$ cat config.mk
export PLATFORM = sky130hd
export DESIGN_NAME = vsm_sync_mod
export DESIGN_NICKNAME = d
export VERILOG_FILES = /design/src/logic/vsm_sync_mod.v
export VERILOG_INCLUDE_DIRS = /design/src /design/src/logic
export SDC_FILE = /design/constraint.sdc
export NUM_CORES = 1
export LEC_CHECK = 0
export BUFFER_PORTS_ARGS = -buffer_cell sky130_fd_sc_hd__buf_2
export CAP_MARGIN = 10
export CELL_PAD_IN_SITES_DETAIL_PLACEMENT = 0
export CELL_PAD_IN_SITES_GLOBAL_PLACEMENT = 1
export CORE_MARGIN = 1.5
export CORE_UTILIZATION = 48
export CTS_CLUSTER_DIAMETER = 200
export CTS_CLUSTER_SIZE = 40
export DETAILED_ROUTE_END_ITERATION = 12
export PLACE_DENSITY_LB_ADDON = 0.1
export SYNTH_ARGS = -nofsm -noshare
export SYNTH_HDL_FRONTEND = slang
export SYNTH_SLANG_ARGS = --single-unit
$ cat constraint.sdc
create_clock -name CLK_SYS_I -period 9.96 [get_ports CLK_SYS_I]
set_input_delay 0.498 -clock CLK_SYS_I [delete_from_list [all_inputs] [get_ports CLK_SYS_I]]
set_output_delay 0.498 -clock CLK_SYS_I [all_outputs]
set_load 0.005 [all_outputs]
$ cat src/logic/vsm_map.vh
// Operation
// - Mask matches at capture plus offset, twice
// - Capture free counter on horizontal rise
// - Plain horizontal follows input edges
// - Mask ignores edges and captures
// - Mask mode bit enables offset mode
// - Free counter runs at clock/8, no clear
// - Pulse timer counts rises, clears on vertical fall
// - Vertical cleared by compare B when modified
// - Optional vertical fall aligned to horizontal rise
// - Compare B match at count plus one
// - Output select 0011 toggles, 1001 set/clear
// - Compare A alternately adds rise/fall values
// - Generated vertical set after rise add
// - Alternating add mode bit enables generation
// - Line timer clears on A, B clears output
// - Generated vertical rise restarts line timer
// - Clamp rises after horizontal fall, 6 clocks
`ifndef VSM_MAP_VH
`define VSM_MAP_VH
`define VSM_FRC_DIV      4'h8
`define VSM_LINE_DIV     4'h4
`define VSM_CLAMP_CYC    4'h6
`define VSM_OS_TOGGLE_A  4'h3
`define VSM_OS_SETB_CLRA 4'h9
`define VSM_FRC_RST      16'h0000
`define VSM_LINE_RST     8'h00
`endif

$ cat src/logic/vsm_sync_mod.v
`timescale 1ns/10ps
`include "vsm_map.vh"
module vsm_sync_mod (
    input  wire        CLK_SYS_I,
    input  wire        RST_I,
    input  wire        HORIZ_SYNC_IN_I,
    input  wire        VERT_SYNC_IN_I,
    input  wire        DOUBLE_FREQ_REMOVAL_I,
    input  wire        MASK_MODE_SEL_I,
    input  wire [7:0]  MASK_OFFSET_REG_I,
    input  wire        FALL_MOD_I,
    input  wire        RESYNC_I,
    input  wire [7:0]  COMPARE_CONST_B_I,
    input  wire [7:0]  PULSE_CONST_A_I,
    input  wire [3:0]  OUTPUT_SEL_I,
    input  wire        ALT_ADD_MODE_SEL_I,
    input  wire [15:0] RISE_ADD_VALUE_I,
    input  wire [15:0] FALL_ADD_VALUE_I,
    input  wire [7:0]  LINE_CONST_A_I,
    input  wire [7:0]  LINE_CONST_B_I,
    output reg         HORIZ_SYNC_OUT_SEL_O,
    output reg         VERT_SYNC_OUT_SEL_O,
    output reg         GEN_HORIZ_SYNC_O,
    output reg         GEN_VERT_SYNC_O,
    output reg         CLAMP_PULSE_FOUR_O,
    output reg         PULSE_TIMER_OUT_O,
    output reg  [15:0] CAPTURE_D_REG_O,
    output reg  [7:0]  PULSE_COUNT_O
);

    // ------------------------------------------------------------
    // Input synchronisers
    // ------------------------------------------------------------
    // Both sync pins come from other timing domains. Each passes
    // three flip-flops; a level counts only once stages two and
    // three agree, so a glitch shorter than a clock is never taken.
    wire [1:0] pin_in;
    wire [1:0] rise_w;
    wire [1:0] fall_w;
    wire       hs_rise;
    wire       hs_fall;
    wire       vs_rise;
    wire       vs_fall;
    genvar     gi;

    // Stages two and three hold the same value
    function pair_agree;
        input [2:0] stages;
        begin
            pair_agree = (stages[1] == stages[2]);
        end
    endfunction

    // Accepted level moves towards the wanted polarity
    function edge_hit;
        input [2:0] stages;
        input       level;
        input       polarity;
        begin
            edge_hit = pair_agree(stages) && (stages[2] == polarity) && (level != polarity);
        end
    endfunction

    // Channel 0 carries horizontal sync, channel 1 vertical sync
    assign pin_in = {VERT_SYNC_IN_I, HORIZ_SYNC_IN_I};

    // One synchroniser and accepted level per channel
    generate
        for (gi = 0; gi < 2; gi = gi + 1) begin : g_sync
            reg [2:0] stage_q;
            reg       level_q;

            // Shift the pin in; accept the level when stages agree
            always @(posedge CLK_SYS_I or posedge RST_I) begin
                if (RST_I) begin
                    stage_q <= 3'h0;
                    level_q <= 1'b0;
                end else begin
                    stage_q <= {stage_q[1:0], pin_in[gi]};
                    if (pair_agree(stage_q)) level_q <= stage_q[2];
                end
            end

            assign rise_w[gi] = edge_hit(stage_q, level_q, 1'b1);
            assign fall_w[gi] = edge_hit(stage_q, level_q, 1'b0);
        end
    endgenerate

    // Named events used by the rest of the block
    assign hs_rise = rise_w[0];
    assign hs_fall = fall_w[0];
    assign vs_rise = rise_w[1];
    assign vs_fall = fall_w[1];

    // ------------------------------------------------------------
    // Free counter, prescaled
    // ------------------------------------------------------------
    // Both prescalers run from reset and are never cleared, so the
    // free counter tick and the line tick keep a fixed phase. The
    // line and vertical generation timers rely on that phase.
    reg  [3:0]  pre_q;
    reg  [15:0] frc_q;
    wire        frc_tick;
    reg  [1:0]  line_pre_q;
    wire        line_tick;

    assign frc_tick  = (pre_q == (`VSM_FRC_DIV - 4'h1));
    assign line_tick = ({2'h0, line_pre_q} == (`VSM_LINE_DIV - 4'h1));

    // Counter advances on clock/8, never cleared
    always @(posedge CLK_SYS_I or posedge RST_I) begin
        if (RST_I) begin
            pre_q      <= 4'h0;
            frc_q      <= `VSM_FRC_RST;
            line_pre_q <= 2'h0;
        end else begin
            pre_q      <= frc_tick ? 4'h0 : pre_q + 4'h1;
            if (frc_tick) frc_q <= frc_q + 16'h0001;
            line_pre_q <= line_pre_q + 2'h1;
        end
    end

    // ------------------------------------------------------------
    // Capture D with double-frequency mask
    // ------------------------------------------------------------
    // The free counter holds each value for several clocks, so the
    // compares below stay true for that long; the end compare wins
    // so a mask never outlives its upper bound.
    // An offset of zero makes both bounds equal, so the end compare wins and no mask opens.
    reg  [15:0] mask_lo_q;
    reg  [15:0] mask_hi_q;
    reg         masking_q;
    reg         hout_q;
    wire        mask_on;
    wire        hs_rise_ok;
    wire        hs_fall_ok;

    assign mask_on    = DOUBLE_FREQ_REMOVAL_I && MASK_MODE_SEL_I && masking_q;
    assign hs_rise_ok = hs_rise && !mask_on;
    assign hs_fall_ok = hs_fall && !mask_on;

    // Capture on rise, open mask between offset and twice offset
    always @(posedge CLK_SYS_I or posedge RST_I) begin
        if (RST_I) begin
            CAPTURE_D_REG_O <= 16'h0000;
            mask_lo_q       <= 16'h0000;
            mask_hi_q       <= 16'h0000;
            masking_q       <= 1'b0;
            hout_q          <= 1'b0;
        end else begin
            if (hs_rise_ok) begin
                CAPTURE_D_REG_O <= frc_q;
                mask_lo_q <= frc_q + {8'h00, MASK_OFFSET_REG_I};
                mask_hi_q <= frc_q + {7'h00, MASK_OFFSET_REG_I, 1'b0};
            end
            if (frc_q == mask_hi_q) masking_q <= 1'b0;
            else if (frc_q == mask_lo_q && !hs_rise_ok) masking_q <= 1'b1;
            if (hs_rise_ok) hout_q <= 1'b1;
            else if (hs_fall_ok) hout_q <= 1'b0;
        end
    end

    // ------------------------------------------------------------
    // Pulse-count timer and vertical fall modification
    // ------------------------------------------------------------
    // Only unmasked horizontal rises are counted, so a doubled pulse
    // inside a mask interval never advances the fall position.
    // A vertical rise drops any fall still waiting for alignment.
    reg  vout_q;
    reg  fall_pend_q;
    wire cmp_b_hit;
    wire cmp_a_hit;
    wire v_clear;

    assign cmp_b_hit = hs_rise_ok && (PULSE_COUNT_O == COMPARE_CONST_B_I);
    assign cmp_a_hit = hs_rise_ok && (PULSE_COUNT_O == PULSE_CONST_A_I);
    assign v_clear   = FALL_MOD_I ? cmp_b_hit : vs_fall;

    // Count horizontal rises, clear on inverted vertical rise
    always @(posedge CLK_SYS_I or posedge RST_I) begin
        if (RST_I) begin
            PULSE_COUNT_O     <= 8'h00;
            PULSE_TIMER_OUT_O <= 1'b0;
            vout_q            <= 1'b0;
            fall_pend_q       <= 1'b0;
        end else begin
            if (vs_fall) PULSE_COUNT_O <= 8'h00;
            else if (hs_rise_ok) PULSE_COUNT_O <= PULSE_COUNT_O + 8'h01;
            if (OUTPUT_SEL_I == `VSM_OS_TOGGLE_A) begin
                if (cmp_a_hit) PULSE_TIMER_OUT_O <= !PULSE_TIMER_OUT_O;
            end else if (OUTPUT_SEL_I == `VSM_OS_SETB_CLRA) begin
                if (cmp_b_hit) PULSE_TIMER_OUT_O <= 1'b1;
                else if (cmp_a_hit) PULSE_TIMER_OUT_O <= 1'b0;
            end
            if (vs_rise) begin
                vout_q      <= 1'b1;
                fall_pend_q <= 1'b0;
            end else if (v_clear) begin
                if (RESYNC_I) fall_pend_q <= 1'b1;
                else vout_q <= 1'b0;
            end else if (fall_pend_q && hs_rise_ok) begin
                vout_q      <= 1'b0;
                fall_pend_q <= 1'b0;
            end
        end
    end

    // ------------------------------------------------------------
    // Internal vertical generation by alternating adds
    // ------------------------------------------------------------
    // The compare is only looked at on a counter tick, so each value
    // matches once even though the counter holds it for eight clocks.
    // The sum wraps with the counter, keeping the period exact.
    reg  [15:0] ocr_a_q;
    reg         add_fall_next_q;
    reg         gv_q;
    reg         gv_d1_q;
    wire        ocr_hit;

    assign ocr_hit = frc_tick && ALT_ADD_MODE_SEL_I && (frc_q == ocr_a_q);

    // Rise value adds low time, fall value adds high time
    always @(posedge CLK_SYS_I or posedge RST_I) begin
        if (RST_I) begin
            ocr_a_q         <= 16'h0000;
            add_fall_next_q <= 1'b0;
            gv_q            <= 1'b0;
            gv_d1_q         <= 1'b0;
        end else begin
            gv_d1_q <= gv_q;
            if (ocr_hit) begin
                if (add_fall_next_q) begin
                    ocr_a_q <= ocr_a_q + FALL_ADD_VALUE_I;
                    gv_q    <= 1'b1;
                end else begin
                    ocr_a_q <= ocr_a_q + RISE_ADD_VALUE_I;
                    gv_q    <= 1'b0;
                end
                add_fall_next_q <= !add_fall_next_q;
            end
        end
    end

    // ------------------------------------------------------------
    // Line generation timer and clamp
    // ------------------------------------------------------------
    // A vertical restart does not wait for a line tick, so the first
    // line after it may be up to one tick short; the line period has
    // to divide the frame period for later lines to stay aligned.
    // The clamp starts from the registered horizontal output.
    reg  [7:0] line_cnt_q;
    reg        gh_q;
    reg  [3:0] clamp_q;
    wire       gv_rise;
    wire       line_a;

    assign gv_rise = gv_q && !gv_d1_q;
    assign line_a  = line_tick && (line_cnt_q == LINE_CONST_A_I);

    // Clear on A or vertical rise sets output; B clears output
    always @(posedge CLK_SYS_I or posedge RST_I) begin
        if (RST_I) begin
            line_cnt_q <= `VSM_LINE_RST;
            gh_q       <= 1'b0;
            clamp_q    <= 4'h0;
        end else begin
            if (line_a || gv_rise) begin
                line_cnt_q <= `VSM_LINE_RST;
                gh_q       <= 1'b1;
            end else if (line_tick) begin
                line_cnt_q <= line_cnt_q + 8'h01;
                if (line_cnt_q == LINE_CONST_B_I) gh_q <= 1'b0;
            end
            if (GEN_HORIZ_SYNC_O && !gh_q) clamp_q <= `VSM_CLAMP_CYC;
            else if (clamp_q != 4'h0) clamp_q <= clamp_q - 4'h1;
        end
    end

    // The four sync outputs and the clamp leave from a flip-flop, one clock after the
    // internal level, so these five share the same delay.
    // The clamp is started from the fall of gh_q while the output is still high, so it rises as the output falls.
    // Registered outputs; selections are static inputs
    always @(posedge CLK_SYS_I or posedge RST_I) begin
        if (RST_I) begin
            HORIZ_SYNC_OUT_SEL_O <= 1'b0;
            VERT_SYNC_OUT_SEL_O  <= 1'b0;
            GEN_HORIZ_SYNC_O     <= 1'b0;
            GEN_VERT_SYNC_O      <= 1'b0;
            CLAMP_PULSE_FOUR_O   <= 1'b0;
        end else begin
            HORIZ_SYNC_OUT_SEL_O <= hout_q;
            VERT_SYNC_OUT_SEL_O  <= vout_q;
            GEN_HORIZ_SYNC_O     <= gh_q;
            GEN_VERT_SYNC_O      <= gv_q;
            CLAMP_PULSE_FOUR_O   <= (GEN_HORIZ_SYNC_O && !gh_q) || (clamp_q > 4'h1);
        end
    end

endmodule // vsm_sync_mod

# == Yosys cells after proc, flatten, opt, wreduce, memory -nomap -nowiden ==
# Cells that the tools add are included.
# totals
regBits,127
latchBits,0
mem_bits_rw,0
mem_bits_ro,0
input_bits,85
out_inout_bits,30
mem_count,0
# classes
addsub,10
mul,0
n_div,0
n_lt_le_gt_ge,1
eq_ne,17
n_shift,0
n_mux,29
bitwise,4
n_reduce_logical,42
# op_table
cell,count
$eq 16x16->1,3
$add 16x16->16,2
$eq 8x8->1,4
$mux 8,4
$logic_and 1x1->1,21
$mux 1,21
$add 16x1->16 const B,1
$add 16x8->16,1
$add 16x9->16,1
$add 8x1->8 const B,2
$mux 16,1
$reduce_bool 2->1,7
$mux 4,3
$ne 3x3->1 const B,3
$logic_not 1->1,6
$reduce_and 2->1,3
$add 4x1->4 const B,1
$eq 4x2->1 const B,1
$eq 4x3->1 const B,1
$eq 4x4->1 const B,1
$gt 4x1->1 const B,1
$not 1->1,4
$reduce_bool 4->1,1
$sub 4x1->4 const B,1
other kinds (7),9

# == Depth between registers and ports, before layout ==
# Gate-level depths: netlist of run 1.
# depth
word_depth,9
depth_mapped,11

# == Worst setup path after synthesis of run 1 ==
# Ideal clock, no wire load.
# synth_path
path_type,register to register
startpoint,register add_fall_next_q
endpoint,register ocr_a_q[14]
setup_time_ps,124
arrival_time_ps,3185
t_required_ps,9836
setup_slack_ps,6651
path_stages_with_launch,11
path_cell_list,dfrtp_1 clkbuf_1 clkbuf_1 mux2_2 ha_1 a21oi_1 o21ai_0 or4_1 o21ai_0 mux2_2 a211o_1
# synth_via
elab_chain_cells,1
# synth_lines
element,line_no,text
start: declaration,vsm_sync_mod.v:215,reg add_fall_next_q;
start signal: assignment,vsm_sync_mod.v:239,add_fall_next_q <= !add_fall_next_q;
$mux 16,vsm_sync_mod.v:232,if (add_fall_next_q) begin
end signal: assignment,vsm_sync_mod.v:233,ocr_a_q <= ocr_a_q + FALL_ADD_VALUE_I;
end signal: assignment,vsm_sync_mod.v:236,ocr_a_q <= ocr_a_q + RISE_ADD_VALUE_I;
end: declaration,vsm_sync_mod.v:214,reg [15:0] ocr_a_q;
# Every way passes these cells.
# A chain may end at the register's enable or synchronous reset.

# == Worst setup path after layout of run 1 ==
# Ends and elaborated chain as after synthesis.

==> results.sh, run 1 <==
export IMPL_status="finished, final reports clean"
export IMPL_synthMuxAreaShare_pct=3.43
export IMPL_required_ns=10.26
export IMPL_min_to="g_sync[1].stage_q[0]"
export IMPL_fp_dieW_um=130
export IMPL_worst_pin_slew_ns=1.07
export IMPL_ff2ff_path_depth=8
export IMPL_io_pins=115
export IMPL_r2r_slack_ns=6.60
export IMPL_rows=46
export IMPL_synth_flop_cell="dfrtp_1"
export IMPL_drt_iter0_markers=348
export IMPL_end_kind="flip-flop"
export IMPL_cts_tree="yes"
export IMPL_yosysWarnings=0
export IMPL_grt_overflow=0
export IMPL_synth_top_family_by_area="simple AND/OR/NAND/NOR gates"
export IMPL_clk_insertion_delay_late_ns=0.41
export IMPL_via_per_inst=5.24
export IMPL_skew_ns=0.00752
export IMPL_cts_hold_buffers_added=0
export IMPL_irDropWorstVdd_mv=0.117
export IMPL_cp_arrival_ns=3.66
export IMPL_r2r_end="ocr_a_q[14]"
export IMPL_syn_num_nets=957
export IMPL_pwr_share_seq_pct=41.8
export IMPL_synth_simple_area_share_pct=17.5
export IMPL_hold_depth=1
export IMPL_drt_pass1_iter_count=4
export IMPL_start_kind="flip-flop"
export IMPL_routedWlPerCell_um=15.6
export IMPL_grt_pass1_vias=5943
export IMPL_syn_to_final_growth_pct=16.7
export IMPL_h_tree_depth=4
export IMPL_start_util_pct=48.8
export IMPL_grtUsageMet2_pct=37.5
export IMPL_tns_ns=0
export IMPL_switchingPower_w=0.000433
export IMPL_p_per_area_nw_per_um2=169
export IMPL_most_common_layout_cells="nand2_1, dfrtp_1, buf_2, xnor2_1, xor2_1"
export IMPL_gp_congestion=0.909
export IMPL_drive_above_1_share_pct=19.1
export IMPL_timing_final_crit_share_pct=33.7
export IMPL_antenna_cells=0
export IMPL_rsz0062_at_grt="no"
export IMPL_sw_frac_of_total_pct=28.5
export IMPL_cts_inserted_buffers=17
export IMPL_setup_viol=0
export IMPL_cts_resized=0
export IMPL_final_hold_viol_count=0
export IMPL_grt_pass1_wl_mm=29.3
export IMPL_drt_total_wl_mm=17.9
export IMPL_post_cts_buffers=0
export IMPL_synth_fa_ha_area_share_pct=7.77
export IMPL_slew_limit_headroom_pct=27.0
export IMPL_syn_area_sq_um=7690
export IMPL_post_route_min_period_ns=3.36
export IMPL_place_hpwl_mm=13.2
export IMPL_ys_seq_elements=126
export IMPL_met1_usage_pct=30.3
export IMPL_drv_slew=0
export IMPL_synth_compound_area_share_pct=9.74
export IMPL_min_from="VERT_SYNC_IN_I"
export IMPL_hp_class="primary input to flip-flop"
export IMPL_synth_distinct_cells=55
export IMPL_nNetsFinal=1051
export IMPL_seq_area_frac_synth_pct=41.0
export IMPL_layout_commonest_cell="nand2_1"
export IMPL_root_buffer="clkbuf_16"
export IMPL_maxCapViolCount=0
export IMPL_worst_setup_path_type="flip-flop to flip-flop"
export IMPL_io_buffer_count=114
export IMPL_antenna_found_initial=0
export IMPL_core_area_sq_um=15800
export IMPL_leakagePower_nw=4.29
export IMPL_synthXorXnorAreaFrac_pct=17.0
export IMPL_critPathMaxFanout=18
export IMPL_fmax_mhz=298
export IMPL_clockPowerShare_pct=40.1
export IMPL_fin_area_sq_um=8970
export IMPL_async_reset_ff_share_pct=100
export IMPL_numClockSinks=126
export IMPL_combPwrFrac_pct=18.1
export IMPL_synth_edff_count=0
export IMPL_synthCells=826
export IMPL_grtUsageTotal_pct=22.6
export IMPL_drcViolationCount=0
export IMPL_clk_path_buf_depth=2
export IMPL_ant_nets=0
export IMPL_chipHeight_um=130
export IMPL_reg2reg_from="add_fall_next_q"
export IMPL_die_area_sq_um=16800
export IMPL_cellInternalPower_w=0.00108
export IMPL_grt_max_degree=80
export IMPL_grt_busiest_layer="met2"
export IMPL_gr_usage_met3_pct=4.42
export IMPL_clkTransAtPathRegs_ns=0.06
export IMPL_dpl_instance_area_sq_um=8380
export IMPL_num_vias=6021
export IMPL_synth_avg_cell_area_sq_um=9.31
-- per-layer routing --
layer / routed length (um) / up-vias
li1: - / 3001
met1: 8410 / 2868
met2: 8510 / 137
met3: 776 / 15
met4: 229 / 0
met5: 0 / -
-- final cells by class --
| class | instances | area (sq um) |
|---|---|---|
| clock buffers | 24 | 512 |
| clock inverters | 8 | 80.1 |
| fillers | 1477 | 6800 |
| inverters | 24 | 92.6 |
| multi-input cells | 633 | 4270 |
| flip-flops and latches | 126 | 3150 |
| well taps | 216 | 270 |
| repair buffers | 118 | 601 |
-- sequential cells by signal (all words and copies together) (netlist names), 2 cells and up --
name and flops:
pre_q 4, line_cnt_q 8, PULSE_COUNT_O 8, g_sync.stage_q 6, ocr_a_q 16, clamp_q 4
frc_q 16, line_pre_q 2, mask_lo_q 16, CAPTURE_D_REG_O 16, g_sync.level_q 2, mask_hi_q 15
-- kinds of logic after synthesis --
kind of cell / Yosys count
buffers and inverters: 67
multiplexers: 24
flip-flops: 126
adder cells (fa/ha/maj): 46
XOR/XNOR: 149
AND/OR/NAND/NOR: 289
AO/OA/AOI/OAI: 125
-- metrics by stage --
stage | hold WS (ns) | cells | setup slack (ns) | total power (W) | util, %
after floorplan | 0.331 | 826 | 6.11 | 0.000828 | -
after global placement | 0.335 | 1117 | 6.68 | 0.000905 | 53.1
after detailed placement | 0.335 | 1117 | 6.63 | 0.000918 | 53.1
after CTS | 0.178 | 1149 | 6.61 | 0.00153 | 56.9
after global routing | 0.171 | 1149 | 6.40 | 0.00160 | 56.9
final | 0.189 | 1149 | 6.60 | 0.00152 | 56.9
-- worst max-delay path by stage --
stage / to / slack (ns) / cells after the start / startpoint
floorplan: CAPTURE_D_REG_O[0] / 6.11 / 1 / RST_I
global placement: ocr_a_q[14] / 6.68 / 8 / add_fall_next_q
detailed placement: ocr_a_q[14] / 6.63 / 8 / add_fall_next_q
CTS: ocr_a_q[14] / 6.61 / 8 / add_fall_next_q
global route: ocr_a_q[14] / 6.40 / 8 / add_fall_next_q
finish: ocr_a_q[14] / 6.60 / 8 / add_fall_next_q
-- cells in the mapped netlist (2+ instances only) --
cell type / number / area, sq um
nand2_1: 135 / 507
dfrtp_1: 126 / 3150
xnor2_1: 84 / 736
xor2_1: 65 / 569
o21ai_0: 57 / 285
nor2_1: 49 / 184
ha_1: 43 / 538
clkbuf_1: 27 / 101
a21oi_1: 24 / 120
inv_1: 24 / 90.1
nand4_1: 22 / 138
mux2_2: 19 / 214
nand3_1: 16 / 80.1
nor4_1: 15 / 93.8
nor3_1: 14 / 70.1
buf_2: 10 / 50.1
a21o_1: 6 / 45.0
nor2b_1: 6 / 37.5
a31oi_1: 5 / 31.3
and2_1: 5 / 31.3
and3_1: 5 / 31.3
mux2i_1: 5 / 50.1
nand2b_1: 5 / 31.3
o211ai_1: 5 / 37.5
o31ai_1: 5 / 37.5
a211oi_1: 4 / 30.0
a2111oi_0: 3 / 26.3
a211o_1: 3 / 26.3
buf_1: 3 / 11.3
fa_1: 3 / 60.1
o21bai_1: 3 / 22.5
a21boi_0: 2 / 15.0
buf_4: 2 / 15.0
nor3b_1: 2 / 15.0
o21a_1: 2 / 15.0
or2_2: 2 / 12.5
or3_1: 2 / 12.5
-- worst max-delay path, cell delays in order, from the launching register on --
cell and delay (ns):
dfrtp_1 0.82, mux2_2 0.41, ha_1 0.34, a21oi_1 0.21, o21ai_0 0.18, or4_1 0.48, o21ai_0 0.19, mux2_2 0.35
a211o_1 0.26
-- power by group through the flow --
stage	combinational (W)	sequential (W)	clock (W)
2_1_floorplan	0.000212	0.000616	0
3_3_place_gp	0.000266	0.000639	0
3_5_place_dp	0.000276	0.000642	0
4_1_cts	0.000278	0.000633	0.000618
5_1_grt	0.000317	0.000641	0.000643
6_report	0.000275	0.000633	0.000607
Power figures use the tool's default switching activity.
==> run 2: changes to the inputs <==
--- a/config.mk
+++ b/config.mk
@@ -6,12 +6,13 @@
 export SDC_FILE = /design/constraint.sdc
 export NUM_CORES = 1
 export LEC_CHECK = 0
+export ABC_AREA = 1
 export BUFFER_PORTS_ARGS = -buffer_cell sky130_fd_sc_hd__buf_2
 export CAP_MARGIN = 10
 export CELL_PAD_IN_SITES_DETAIL_PLACEMENT = 0
 export CELL_PAD_IN_SITES_GLOBAL_PLACEMENT = 1
 export CORE_MARGIN = 1.5
-export CORE_UTILIZATION = 48
+export CORE_UTILIZATION = 39
 export CTS_CLUSTER_DIAMETER = 200
 export CTS_CLUSTER_SIZE = 40
 export DETAILED_ROUTE_END_ITERATION = 12
==> constraint.sdc (replaced) <==
create_clock -name CLK_SYS_I -period 2.8 [get_ports CLK_SYS_I]
set_input_delay 0.14 -clock CLK_SYS_I [delete_from_list [all_inputs] [get_ports CLK_SYS_I]]
set_output_delay 0.14 -clock CLK_SYS_I [all_outputs]
set_load 0.005 [all_outputs]
==> run 2 against run 1 <==
Compared with the run above:
- sequential cell count stayed put
- worst setup slack worse by 6.1 ns
- clock skew hardly changed
- critical endpoint is now ocr_a_q[11]
- total power grew to 3.9 times the previous value
- clock-buffer cell count is 6 lower
- non-clock buffer count is 10 higher
- critical path depth is 6 higher
- via count is 16% higher
- final cell count is 31% higher
==> results.sh, run 2 <==
export IMPL_nNetsFinal=1344
export IMPL_synth_commonest_cells="nand2_1, dfrtp_1, inv_1, nor2_1, nand3_1"
export IMPL_hold_slack_ns=0.0749
export IMPL_rsz0062_at_grt="no"
export IMPL_place_hpwl_mm=15.0
export IMPL_via_per_inst=4.65
export IMPL_most_common_layout_cells="nand2_1, dfrtp_1, inv_1, buf_2, nor2_1"
export IMPL_clk_path_buf_depth=2
export IMPL_yosysTopAreaCell="dfrtp_1"
export IMPL_grt_max_degree=127
export IMPL_start_kind="flip-flop"
export IMPL_post_route_min_period_ns=2.27
export IMPL_yosysWarnings=0
export IMPL_chipHeight_um=149
export IMPL_hp_class="primary input to flip-flop"
export IMPL_required_ns=3.16
export IMPL_ys_seq_elements=126
export IMPL_root_buffer="clkbuf_16"
export IMPL_drt_total_wl_mm=19.9
export IMPL_final_hold_viol_count=0
export IMPL_timing_final_crit_share_pct=81.2
export IMPL_gp_congestion=0.774
export IMPL_synth_edff_count=0
export IMPL_rows=53
export IMPL_grt_pass1_wl_mm=33.0
export IMPL_synth_avg_cell_area_sq_um=7.54
export IMPL_drv_slew=0
export IMPL_yosysMostFrequentCell="nand2_1"
export IMPL_seq_area_frac_synth_pct=38.1
export IMPL_worst_setup_path_type="flip-flop to flip-flop"
export IMPL_crit_path_top_delay_cell="dfrtp_1"
export IMPL_syn_num_nets=1229
export IMPL_fp_dieW_um=149
export IMPL_io_pins=115
export IMPL_antenna_cells=0
export IMPL_routedWlPerCell_um=13.2
export IMPL_crit_chain="clkinv_1 -> or2_2 -> o21ai_0 -> inv_1 -> ha_1 -> nand3_1 -> nand2_1 -> nand2_1 -> nand2_1 -> nand2_1 -> nand2_1 -> xor2_1 -> nand2_1 -> nand2_1"
export IMPL_syn_to_final_growth_pct=18.0
export IMPL_fin_cells=1501
export IMPL_clkTransAtPathRegs_ns=0.06
export IMPL_critical_path_top_delay_family="simple AND/OR/NAND/NOR gates"
export IMPL_leakagePower_nw=5.13
export IMPL_tns_ns=0
export IMPL_grtUsageTotal_pct=19.0
export IMPL_synth_area_leaders="dfrtp_1, nand2_1, ha_1, inv_1, xor2_1"
export IMPL_status="finished, final reports clean"
export IMPL_cp_arrival_ns=2.63
export IMPL_io_buffer_count=114
export IMPL_h_tree_depth=4
export IMPL_crit_top_cell="nand2_1"
export IMPL_async_reset_ff_share_pct=100
export IMPL_layout_commonest_cell="nand2_1"
export IMPL_drcViolationCount=0
export IMPL_drt_iter0_markers=270
export IMPL_fmax_mhz=440
export IMPL_worst_pin_slew_ns=0.697
export IMPL_synthCells=1098
export IMPL_die_area_sq_um=22100
export IMPL_antenna_found_initial=0
export IMPL_drt_pass1_iter_count=5
export IMPL_maxCapViolCount=0
export IMPL_end_kind="flip-flop"
export IMPL_synth_distinct_cells=48
export IMPL_irDropWorstVdd_mv=0.408
export IMPL_drive_above_1_share_pct=16.0
export IMPL_start_util_pct=39.6
export IMPL_yosys_area_top_type_share_pct=38.1
export IMPL_skew_ns=0.00774
export IMPL_synth_flop_cell="dfrtp_1"
export IMPL_critical_path_max_stage_delay_ns=0.40
export IMPL_core_area_sq_um=20900
export IMPL_clk_insertion_delay_late_ns=0.42
export IMPL_syn_area_sq_um=8270
export IMPL_numClockSinks=126
export IMPL_p_per_area_nw_per_um2=598
export IMPL_dp_cells=1466
export IMPL_cts_inserted_buffers=17
export IMPL_cts_tree="yes"
export IMPL_grt_pass1_vias=6700
export IMPL_cp_num_buf_inv=2
export IMPL_setup_viol=0
export IMPL_num_vias=6973
export IMPL_ant_nets=0
export IMPL_grt_overflow=0
export IMPL_slew_limit_headroom_pct=53.6
export IMPL_critPathMaxFanout=5
==> run 2: cell types whose count changed after synthesis, sizes merged, moves of 14 or more <==
cell,previous run,this run
nor4,15,1
xnor2,84,45
inv,24,129
nand3,16,79
clkbuf,27,10
nor2,49,98
mux2,19,0
xor2,65,49
nand2,135,339
==> run 2: final timing paths <==
path | from | endpoint | slack, ns | cells after the start
min in group asynchronous | RST_I | HORIZ_SYNC_OUT_SEL_O | 0.49 | 4
min | LINE_CONST_B_I[4] | gh_q | 0.07 | 5
max in group asynchronous | RST_I | CAPTURE_D_REG_O[13] | 1.81 | 4
min reg2reg | g_sync[1].stage_q[0] | g_sync[1].stage_q[1] | 0.35 | 0
max reg2reg | add_fall_next_q | ocr_a_q[11] | 0.53 | 14
max | add_fall_next_q | ocr_a_q[11] | 0.53 | 14
==> run 2: logic make-up after synthesis <==
group           count (synthesis)  share of synthesized area, %
compound gates                105                          7.44
xor+xnor                       94                          9.95
fa+ha+maj                      46                          7.23
mux                             1                         0.121
simple gates                  564                          29.0
flops                         126                          38.1
buf+inv                       162                          8.14
==> run 2: metal layers <==
layer  global-route usage [%]  part of all wire [%]  routed length (um)  up-vias
li1                         -                     -                   -     3721
met1                     25.6                    50                9880     3150
met2                     31.3                    46                9190       90
met3                     3.44                   2.9                 574       12
met4                     5.05                   1.1                 220        0
met5                        0                     0                   0        -
==> run 2: tightest hold or removal path: stages <==
cell,delay [ns]
buf_2,0.09
a211oi_1,0.06
nand2_1,0.06
nand2_1,0.05
nand3_1,0.06
==> run 2: report_power, final <==
part	internal, W	total (W)	switching [W]
sequential	0.00207	0.00229	0.000215
combinational	0.000518	0.00117	0.000654
clock	0.00151	0.00238	0.000863
total	0.00410	0.00584	0.00173
==> run 2: metrics by stage <==
stage / power, W / setup WS, ns / instance area [sq um] / utilization, %
2_1_floorplan: 0.00313 / 0.606 / 8280 / -
3_3_place_gp: 0.00349 / 0.581 / 9100 / 43.6
3_5_place_dp: 0.00350 / 0.558 / 9100 / 43.6
4_1_cts: 0.00592 / 0.544 / 9770 / 46.8
5_1_grt: 0.00621 / 0.209 / 9770 / 46.8
6_report: 0.00584 / 0.527 / 9770 / 46.8
==> run 2: what timing repair did <==
action                                 CTS  global route
buffers inserted                         0             0
endpoints found under the hold margin  128             0
hold buffers                             3             0
gates resized for setup                  0             0
==> run 2: final cells by class <==
type / count / area (sq um)
Multi-Input combinational cell: 810 / 4450
Clock inverter: 14 / 191
Sequential cell: 126 / 3150
Inverter: 130 / 492
Timing Repair Buffer: 128 / 696
Tap cell: 275 / 344
Fill cell: 2190 / 11100
Clock buffer: 18 / 439
==> run 3: changes to the inputs <==
==> constraint.sdc (replaced) <==
create_clock -name CLK_SYS_I -period 2 [get_ports CLK_SYS_I]
set_input_delay 0.1 -clock CLK_SYS_I [delete_from_list [all_inputs] [get_ports CLK_SYS_I]]
set_output_delay 0.1 -clock CLK_SYS_I [all_outputs]
set_load 0.005 [all_outputs]
==> run 3 against run 2 <==
Compared with the run above:
- first-iteration DRC count increased by 11%
- clock-buffer cell count stayed put
- worst hold slack got worse by 0.058 ns
- largest power group unchanged
- total power grew 44%
- register-to-register slack got worse by 0.48 ns
- non-clock buffer count grew 65
- highest routed layer unchanged
- sequential share of layout area is 3.0 points lower
==> results.sh, run 3 (synthesis results as in run 2) <==
export IMPL_status="finished, final reports clean"
export IMPL_crit_path_top_delay_cell="dfrtp_2"
export IMPL_hold_depth=5
export IMPL_drive_above_1_share_pct=25.8
export IMPL_ant_nets=0
export IMPL_drt_pass1_iter_count=5
export IMPL_grt_overflow=0
export IMPL_irDropWorstVdd_mv=0.539
export IMPL_min_from="LINE_CONST_B_I[4]"
export IMPL_h_tree_depth=4
export IMPL_numClockSinks=126
export IMPL_rsz0062_at_grt="yes"
export IMPL_clk_path_buf_depth=2
export IMPL_routedWlPerCell_um=13.3
export IMPL_fp_dieW_um=149
export IMPL_gp_congestion=0.844
export IMPL_worst_pin_slew_ns=0.467
export IMPL_rows=53
export IMPL_hp_class="primary input to flip-flop"
export IMPL_grtUsageTotal_pct=19.8
export IMPL_required_ns=2.31
export IMPL_fillers=2104
export IMPL_nNetsFinal=1409
export IMPL_min_to="gh_q"
export IMPL_maxCapViolCount=0
export IMPL_critical_path_max_stage_delay_ns=0.42
export IMPL_drt_iter0_markers=300
export IMPL_grt_max_degree=43
export IMPL_crit_chain="clkinv_4 -> buf_4 -> nand2_1 -> nand2_2 -> ha_4 -> buf_4 -> nand3_2 -> nand2_2 -> nand2_2 -> nand2_4 -> nand2_2 -> nand2_1 -> xor2_1 -> nand2_1 -> nand2_1"
export IMPL_drcViolationCount=0
export IMPL_antenna_found_initial=0
export IMPL_syn_to_final_growth_pct=30.0
export IMPL_drv_slew=0
export IMPL_cp_arrival_ns=2.26
export IMPL_place_hpwl_mm=15.8
export IMPL_clk_insertion_delay_late_ns=0.42
export IMPL_p_per_area_nw_per_um2=780
export IMPL_critical_path_top_delay_family="simple AND/OR/NAND/NOR gates"
export IMPL_chipHeight_um=149
export IMPL_timing_final_crit_share_pct=97.5
export IMPL_critPathMaxFanout=4
export IMPL_die_area_sq_um=22100
export IMPL_start_util_pct=39.6
export IMPL_cts_tree="yes"
export IMPL_fmax_mhz=513
export IMPL_finish_utilization_pct=51.5
export IMPL_dp_cells=1525
export IMPL_num_vias=7311
export IMPL_reg2reg_from="add_fall_next_q"
export IMPL_leakagePower_nw=5.54
export IMPL_grt_pass1_vias=7178
export IMPL_io_buffer_count=114
export IMPL_slew_limit_headroom_pct=68.8
export IMPL_setup_viol=0
export IMPL_worst_setup_path_type="flip-flop to flip-flop"
export IMPL_finalPower_w=0.00839
export IMPL_io_pins=115
export IMPL_root_buffer="clkbuf_16"
export IMPL_antenna_cells=0
export IMPL_start_kind="flip-flop"
export IMPL_via_per_inst=4.67
export IMPL_skew_ns=0.0123
export IMPL_layout_commonest_cell="nand2_1"
export IMPL_drt_total_wl_mm=20.8
export IMPL_cp_num_buf_inv=3
export IMPL_multi_input_area_sq_um=4870
export IMPL_most_common_layout_cells="nand2_1, dfrtp_1, inv_1, buf_2, nor2_1"
export IMPL_fin_cells=1566
export IMPL_cts_inserted_buffers=17
export IMPL_core_area_sq_um=20900
export IMPL_end_kind="flip-flop"
export IMPL_post_route_min_period_ns=1.95
export IMPL_grt_pass1_wl_mm=34.9
export IMPL_clkTransAtPathRegs_ns=0.06
export IMPL_hold_slack_ns=0.0173
export IMPL_r2r_end="ocr_a_q[11]"
export IMPL_r2r_slack_ns=0.05
export IMPL_ff2ff_path_depth=15
export IMPL_final_hold_viol_count=0
export IMPL_regArea_sq_um=3160
[run 3: power breakdown]
part	switching (W)	internal, W	total (W)	leakage, nW
clock network	0.00119	0.00209	0.00327	0.296
logic	0.00100	0.000903	0.00191	3.64
registers	0.000307	0.00290	0.00321	1.60
[run 3: per-layer routing]
metal	vias up	share of wire, %	global-route usage [%]
li1	3844	-	-
met1	3368	49	26.6
met2	86	48	33.1
met3	13	2.6	3.10
met4	0	0.91	5.30
met5	-	0	0
[run 3: area by class of cell]
type | instances | area share [%]
Inverter | 130 | 4.62
Clock inverter | 14 | 1.79
Clock buffer | 18 | 3.99
Multi-Input combinational cell | 810 | 45.2
Sequential cell | 126 | 29.3
Timing Repair Buffer | 193 | 11.8
Tap cell | 275 | 3.20
[run 3: through the flow]
stage	worst slack, ns	cell area, sq um	TNS (ns)
after CTS	-0.0117	10400	-0.0169
after floorplan	0.00199	8290	0
final	0.0509	10800	0
after global placement	-0.0585	9630	-0.235
after global routing	-0.0794	10800	-0.477
after detailed placement	-0.117	9630	-0.486
[run 3: worst register-to-register path, cell delays in order, from the launching register on]
cell and delay (ns):
dfrtp_2 0.42, clkinv_4 0.09, buf_4 0.15, nand2_1 0.07, nand2_2 0.07, ha_4 0.26, buf_4 0.13, nand3_2 0.05
nand2_2 0.08, nand2_2 0.09, nand2_4 0.07, nand2_2 0.06, nand2_1 0.06, xor2_1 0.16, nand2_1 0.06, nand2_1 0.04
[run 3: worst max-delay path by stage]
stage	endpoint	start	slack [ns]	cells past startpoint
2_1_floorplan	ocr_a_q[15]	add_fall_next_q	0.002	14
3_3_place_gp	ocr_a_q[13]	add_fall_next_q	-0.06	15
3_5_place_dp	ocr_a_q[13]	add_fall_next_q	-0.12	15
4_1_cts	ocr_a_q[14]	add_fall_next_q	-0.01	14
5_1_grt	ocr_a_q[14]	add_fall_next_q	-0.08	14
6_report	ocr_a_q[11]	add_fall_next_q	0.05	15
[run 3: what timing repair did]
item	CTS	global route
pin swaps	10	23
gates resized for setup	26	65
setup buffers	2	4
hold endpoints to repair	16	0
setup endpoints to repair	10	25
hold buffers	3	0
